===== config.mk =====
export PLATFORM = sky130hd
export DESIGN_NAME = cfs_fault_status
export DESIGN_NICKNAME = d
export VERILOG_FILES = /design/src/rtl/cfs_pkg.sv /design/src/rtl/cfs_flag_bit.sv /design/src/rtl/cfs_fault_status.sv
export SDC_FILE = /design/constraint.sdc
export NUM_CORES = 1
export LEC_CHECK = 0
export BUFFER_PORTS_ARGS = -buffer_cell sky130_fd_sc_hd__buf_4
export CORE_MARGIN = 10
export CORE_UTILIZATION = 40
export CTS_CLUSTER_SIZE = 16
export DETAILED_ROUTE_END_ITERATION = 6
export PLACE_DENSITY = 0.67
export RECOVER_POWER = 25
export SYNTH_ARGS = -nofsm -noshare
export SYNTH_HDL_FRONTEND = slang
export SYNTH_SLANG_ARGS = --single-unit

===== constraint.sdc =====
create_clock -name I_CORE_CLK -period 1.3 [get_ports I_CORE_CLK]
set_input_delay 0.195 -clock I_CORE_CLK [delete_from_list [all_inputs] [get_ports I_CORE_CLK]]
set_output_delay 0.195 -clock I_CORE_CLK [all_outputs]
set_load 0.005 [all_outputs]

===== src/rtl/cfs_pkg.sv =====
`default_nettype none

package cfs_pkg;

  // register width and command codes on the management bus
  localparam int CFS_REG_W = 8;
  localparam logic [7:0] CFS_CMD_BUS_LIMIT = 8'hD7;
  localparam logic [7:0] CFS_CMD_SERIOUS = 8'hD8;

  // reset values and the answer to an unmapped read
  localparam logic [7:0] CFS_RESET_BYTE = 8'h00;
  localparam logic [7:0] CFS_IDLE_BYTE = 8'h00;

  // bus_voltage_limit_faults field positions
  localparam int CFS_LV_OUT_OV = 0;
  localparam int CFS_LV_OUT_UV = 1;
  localparam int CFS_LV_IN_OV = 2;
  localparam int CFS_LV_IN_UV = 3;
  localparam int CFS_HV_OUT_OV = 4;
  localparam int CFS_HV_OUT_UV = 5;
  localparam int CFS_HV_IN_OV = 6;
  localparam int CFS_HV_IN_UV = 7;

  // bits that count only in buck mode; the rest only in boost mode
  localparam logic [7:0] CFS_BUCK_QUAL_MASK = 8'h43;

  // serious_short_faults field positions
  localparam int CFS_SER_HS_SHORT = 0;
  localparam int CFS_SER_LV_GND = 1;
  localparam int CFS_SER_LS_SHORT = 2;
  localparam int CFS_SER_HV_GND = 3;
  localparam int CFS_SER_FLY_SHORT = 4;
  localparam int CFS_SER_USED = 5;
  localparam logic [7:0] CFS_SER_IMPL_MASK = 8'h1F;

endpackage : cfs_pkg

`default_nettype wire


===== src/rtl/cfs_flag_bit.sv =====
`timescale 1ns/10ps
`default_nettype none

module cfs_flag_bit (
  // clock and reset
  input wire logic i_clk,
  input wire logic i_reset,
  // detector level from the analog side, not yet synchronised
  input wire logic i_raw,
  // mode qualifier, already on this clock
  input wire logic i_qual,
  // host clear pulse for this bit
  input wire logic i_clear,
  // sticky flag
  output logic o_flag
);

  logic sync_a;
  logic sync_b;
  logic set_now;

  // set only when the synchronised detector agrees with the mode
  assign set_now = sync_b & i_qual;

  // two-stage synchroniser; sync_a feeds sync_b and nothing else
  always_ff @(posedge i_clk) begin
    if (i_reset) begin
      sync_a <= 1'b0;
      sync_b <= 1'b0;
    end else begin
      sync_a <= i_raw;
      sync_b <= sync_a;
    end
  end

  // sticky flag: a set in the clearing cycle wins so no event is lost
  always_ff @(posedge i_clk) begin
    if (i_reset) begin
      o_flag <= 1'b0;
    end else begin
      o_flag <= set_now | (o_flag & ~i_clear);
    end
  end

endmodule // cfs_flag_bit

`default_nettype wire


===== src/rtl/cfs_fault_status.sv =====
`timescale 1ns/10ps
`default_nettype none

module cfs_fault_status
  import cfs_pkg::*;
(
  // clock and reset
  input wire logic I_CORE_CLK,
  input wire logic I_RESET,
  // conversion direction, high in buck mode
  input wire logic I_BUCK_MODE,
  // protection-level comparators
  input wire logic I_LV_OUT_OV,
  input wire logic I_LV_OUT_UV,
  input wire logic I_LV_IN_OV,
  input wire logic I_LV_IN_UV,
  input wire logic I_HV_OUT_OV,
  input wire logic I_HV_OUT_UV,
  input wire logic I_HV_IN_OV,
  input wire logic I_HV_IN_UV,
  // serious fault detectors
  input wire logic I_HS_SHORT,
  input wire logic I_LV_GND_SHORT,
  input wire logic I_LS_SHORT,
  input wire logic I_HV_GND_SHORT,
  input wire logic I_FLY_SHORT,
  // management bus command port
  input wire logic [7:0] I_REG_CMD,
  input wire logic I_REG_WR,
  input wire logic [7:0] I_REG_WDATA,
  input wire logic I_REG_RD,
  output logic [7:0] O_REG_RDATA,
  output logic O_REG_ACK,
  // live register contents
  output logic [7:0] O_BUS_LIMIT_FAULTS,
  output logic [7:0] O_SERIOUS_FAULTS
);

  logic mode_a;
  logic buck_mode;
  logic [7:0] bus_raw;
  logic [4:0] ser_raw;
  logic [7:0] bus_qual;
  logic [7:0] bus_flags;
  logic [4:0] ser_flags;
  logic hit_bus;
  logic hit_ser;
  logic [7:0] bus_clear;
  logic [4:0] ser_clear;
  logic [7:0] next_rdata;
  logic next_ack;

  // mode sync matches the detector sync depth so qualifier and event line up
  always_ff @(posedge I_CORE_CLK) begin
    if (I_RESET) begin
      mode_a <= 1'b0;
      buck_mode <= 1'b0;
    end else begin
      mode_a <= I_BUCK_MODE;
      buck_mode <= mode_a;
    end
  end

  // detector bundles in register bit order
  assign bus_raw = {I_HV_IN_UV, I_HV_IN_OV, I_HV_OUT_UV, I_HV_OUT_OV,
                    I_LV_IN_UV, I_LV_IN_OV, I_LV_OUT_UV, I_LV_OUT_OV};
  assign ser_raw = {I_FLY_SHORT, I_HV_GND_SHORT, I_LS_SHORT, I_LV_GND_SHORT, I_HS_SHORT};

  // each bus-limit bit counts only in its own conversion direction
  assign bus_qual = (CFS_BUCK_QUAL_MASK & {CFS_REG_W{buck_mode}}) |
                    (~CFS_BUCK_QUAL_MASK & {CFS_REG_W{~buck_mode}});

  // command decode; writing a one clears that flag, zeros leave it alone
  assign hit_bus = (I_REG_CMD == CFS_CMD_BUS_LIMIT);
  assign hit_ser = (I_REG_CMD == CFS_CMD_SERIOUS);
  assign bus_clear = I_REG_WDATA & {CFS_REG_W{I_REG_WR & hit_bus}};
  assign ser_clear = I_REG_WDATA[CFS_SER_USED-1:0] & {CFS_SER_USED{I_REG_WR & hit_ser}};

  // bus-limit flags, one sticky bit each
  for (genvar i = 0; i < CFS_REG_W; i++) begin : g_bus
    cfs_flag_bit u_flag (
      .i_clk(I_CORE_CLK),
      .i_reset(I_RESET),
      .i_raw(bus_raw[i]),
      .i_qual(bus_qual[i]),
      .i_clear(bus_clear[i]),
      .o_flag(bus_flags[i])
    );
  end

  // serious flags are not mode qualified: a short is a short either way
  for (genvar j = 0; j < CFS_SER_USED; j++) begin : g_ser
    cfs_flag_bit u_flag (
      .i_clk(I_CORE_CLK),
      .i_reset(I_RESET),
      .i_raw(ser_raw[j]),
      .i_qual(1'b1),
      .i_clear(ser_clear[j]),
      .o_flag(ser_flags[j])
    );
  end

  // live views; reserved serious bits are held at zero
  assign O_BUS_LIMIT_FAULTS = bus_flags;
  assign O_SERIOUS_FAULTS = {{(CFS_REG_W-CFS_SER_USED){1'b0}}, ser_flags};

  // read mux; an unmapped code reads as zero and gets no acknowledge
  assign next_rdata = !I_REG_RD ? CFS_IDLE_BYTE :
                      hit_bus ? O_BUS_LIMIT_FAULTS :
                      hit_ser ? O_SERIOUS_FAULTS : CFS_IDLE_BYTE;
  assign next_ack = (I_REG_RD | I_REG_WR) & (hit_bus | hit_ser);

  // registered answer, one cycle after the request
  always_ff @(posedge I_CORE_CLK) begin
    if (I_RESET) begin
      O_REG_RDATA <= CFS_RESET_BYTE;
      O_REG_ACK <= 1'b0;
    end else begin
      O_REG_RDATA <= next_rdata;
      O_REG_ACK <= next_ack;
    end
  end
endmodule // cfs_fault_status

`default_nettype wire


==> reports/summary.md <==
During I/O placement, the number of pins put on the boundary was 59. Delay contributed by the slowest stage of the critical path: 0.39 ns. The smallest clock period supported by the final layout is computed as 1.09 ns. The post-synthesis sequential element count came out at 50. The nature of the critical path startpoint was a flip-flop. Dividing total power by cell area gives a power density of 1230 nW/um^2. Yosys printed 0 warnings. Compared with the post-synthesis result, the final layout area differs by 24.8%.

For the worst flop-to-flop path, the logic depth is 3. In the routed design, unresolved DRC markers number 0. Setup repair after global routing left no endpoint under its margin. The starting DRC count in detailed routing is 107.

The logs give 1.51 ns for the required time of the critical path and 7750 um^2 for the area of the die. The tools report the initial antenna violation count as 0. Prior to clock tree synthesis, the placed netlist has a worst setup slack of 0.104 ns. For this run the aggregate overflow at the end of global routing stands at 0. For this block, the routed nets add up to 3.61 mm of wire. The synthesized area is 1850 um^2. After floorplanning, the core was sized to cover 4410 um^2.

Setup violations remaining at the end of the flow were counted as 0. Setup slack on the worst reg-to-reg path comes out at 0.21 ns. Of the cells placed in the final design, the portion with a size suffix greater than 1 is 35.8%. The worst slew slack as a fraction of its limit is 52.8%. The aggregate global-route resource usage is 9.15%.

The final route contains 1,251 vias. The final net count was 248. The run gives 2310 um^2 as the post-route cell area. The count of distinct cell types in the synthesized netlist came out at 25. The run finished with clean final reports.

At the later pin of the worst-skew pair, clock insertion delay measures 0.29 ns. The library cell contributing the largest single delay on the critical path was sky130_fd_sc_hd__dfxtp_1. Data arrives at the worst endpoint at 1.30 ns. The clock-pin slew of the registers on the worst-case setup and hold paths is 0.09 ns, and the utilization after layout is 52.4%. The horizontal die dimension came out at 88.1 um. Area taken by flip-flops and latches: 1000 um^2.

The tools report the first-pass GRT wire length as 5.81 mm. The count of hold-fix buffers inserted at cts is 0. TritonCTS built the clock tree. The analysis attributes to cell leakage a power of 0.000993 uW. Entering global routing, the biggest net connects 30 pins. The beginning of the worst register-to-register path is buck_mode$_SDFF_PP0_.

Traced cell by cell, the critical path runs through nand2b_1, and3_1, a221oi_2. The number of port buffers is 55, and the placed instance area is 2210 um^2. The upper clock frequency limit was 917 MHz. The number of fill cells in the layout was 412; the final clock skew was 0.00810 ns.

The repair_antennas step left the layout with diodes totalling 0. Most common cell after layout, fill and taps aside: sky130_fd_sc_hd__buf_4. The initial utilization of the core area, before any placement, comes to 42.0%.

In this run the clock root is driven by a sky130_fd_sc_hd__clkbuf_8. The hold-critical path depth came out at 2. The via count of the first global-routing pass is 1,271.

The tightest min-delay check is of the in2reg type. In the synthesized netlist, the number of instances is 171. The die is 88.1 um tall. The tools report the final-report hold violation count as 0. The mean instance size in the synthesized netlist came out at 10.8 um^2. The critical path ends at g_bus[7].u_flag.o_flag$_SDFF_PP0_. The number of buffers between clock root and the deepest sink is 2, and the final-report max-slew violation count is 0.

The pre-antenna-repair detailed-routing pass consisted of 4 iterations. The final worst-path cycle share was 83.9%; the multi-input logic area was 673 um^2. The tools report the post-CTS repair timing setup buffer count as 0. The actual slew at the worst max-slew pin is 0.708 ns. CTS saw 50 sinks.

The CTS buffer count was 5. The kind of end point of the critical path was a flip-flop. Once detailed placement completed, the half-perimeter wirelength came to 2.72 mm. In this run, post-CTS repair resized a total of 0 instances.

In this run the worst path has a maximum fanout of 11. The tools report the launch point of the critical path as buck_mode$_SDFF_PP0_. Across the run, the number of max-cap violations was 0.

The initialized floorplan defines 24 standard-cell rows. The via-per-instance ratio is 4.69, and the remaining number of nets flagged by the antenna check after routing is 0. The worst setup path is of the reg2reg kind. Dividing the detail-routed wire length by the instance count gives 13.5 um.

The sequential area share after synthesis was 54.0%. Setup slack on the critical path of the routed design comes to 0.209 ns. CTS built an H-tree with a depth of 2. The tools report the aggregate negative setup slack as 0 ns.

The congestion estimate from routability-driven global placement came to 0.737. In the layout the commonest cells are sky130_fd_sc_hd__buf_4, sky130_fd_sc_hd__dfxtp_1, sky130_fd_sc_hd__nor2b_1, sky130_fd_sc_hd__nor2_1. Worst hold slack: 0.108 ns. The worst-case IR drop observed on VDD is 0.532 mV. Endpoint of the worst-slack reg-to-reg timing path: g_bus[7].u_flag.o_flag$_SDFF_PP0_.
[Yosys cell counts, drive strengths merged]
cell	count	area, um^2
a21boi	3	22.5
conb	1	3.75
buf	20	149
and3	9	61.3
dfxtp	50	1000
a221oi	5	75.1
and4b	1	10.0
and3b	2	17.5
o211a	1	10.0
a22oi	5	37.5
nor2	11	41.3
inv	5	18.8
nand2	1	3.75
and2	1	6.26
nor3b	1	7.51
nor4b	1	15.0
clkbuf	5	18.8
a21oi	3	15.0
nand2b	5	31.3
nor2b	33	206
a311oi	8	101
[kinds of logic (layout without fill, tap and decap cells)]
group,count (synthesis),in the layout,synth area share (%)
simple gates,65,65,21.6
other cells,1,3,0.202
flops,50,50,54.0
compound gates,25,25,14.1
buf+inv,30,72,10.1
[area by class of cell]
class / count / share of cell area, %
multi-input combinational: 93 / 29.1
timing repair buffer: 59 / 19.3
tap: 52 / 2.81
sequential: 50 / 43.3
inverter: 5 / 0.811
clock buffer: 8 / 4.76
[per-stage QoR]
stage	total power [uW]	std cells
2_1_floorplan	1790	173
3_3_place_gp	1890	259
3_5_place_dp	1900	259
4_1_cts	2890	267
5_1_grt	2970	267
6_report	2860	267
[power breakdown]
group          internal, uW  leakage (uW)  total [uW]  switching [uW]
logic                   144      0.000525         238            94.3
registers              1590      0.000410        1620            26.8
clock network           537     0.0000575        1000             466
total                  2270      0.000993        2860             587
[worst max-delay path: cells and delay by family, from the launching register on]
kind / cells / cell delay (ns)
compound gates: 1 / 0.20
simple gates: 2 / 0.42
flops: 1 / 0.39
[routing by layer]
metal | part of all wire, % | wire (um) | global-route usage (%)
met1 | 45 | 1630 | 11.2
met2 | 40 | 1450 | 13.6
met3 | 13 | 485 | 4.74
met4 | 1.1 | 41 | 3.00
met5 | 0 | 0 | 0
[state kept, by name, summed over array words and instances (netlist names)]
name	cells
O_REG_ACK	1
g_bus.u_flag.o_flag	8
g_bus.u_flag.sync_b	8
buck_mode	1
g_bus.u_flag.sync_a	8
g_ser.u_flag.o_flag	5
g_ser.u_flag.sync_a	5
O_REG_RDATA	8
g_ser.u_flag.sync_b	5
mode_a	1
[how the worst min path moves through the flow]
stage                      startpoint                                 to  slack [ns]
after global placement    I_BUCK_MODE                  mode_a$_SDFF_PP0_        0.41
after global routing       I_LV_IN_OV  g_bus[2].u_flag.sync_a$_SDFF_PP0_        0.11
after detailed placement  I_LV_OUT_OV  g_bus[0].u_flag.sync_a$_SDFF_PP0_        0.41
final                     I_FLY_SHORT  g_ser[4].u_flag.sync_a$_SDFF_PP0_        0.11
after CTS                 I_FLY_SHORT  g_ser[4].u_flag.sync_a$_SDFF_PP0_        0.10
after floorplan               I_RESET  g_ser[3].u_flag.sync_a$_SDFF_PP0_        0.27
Power figures use the tool's default switching activity.
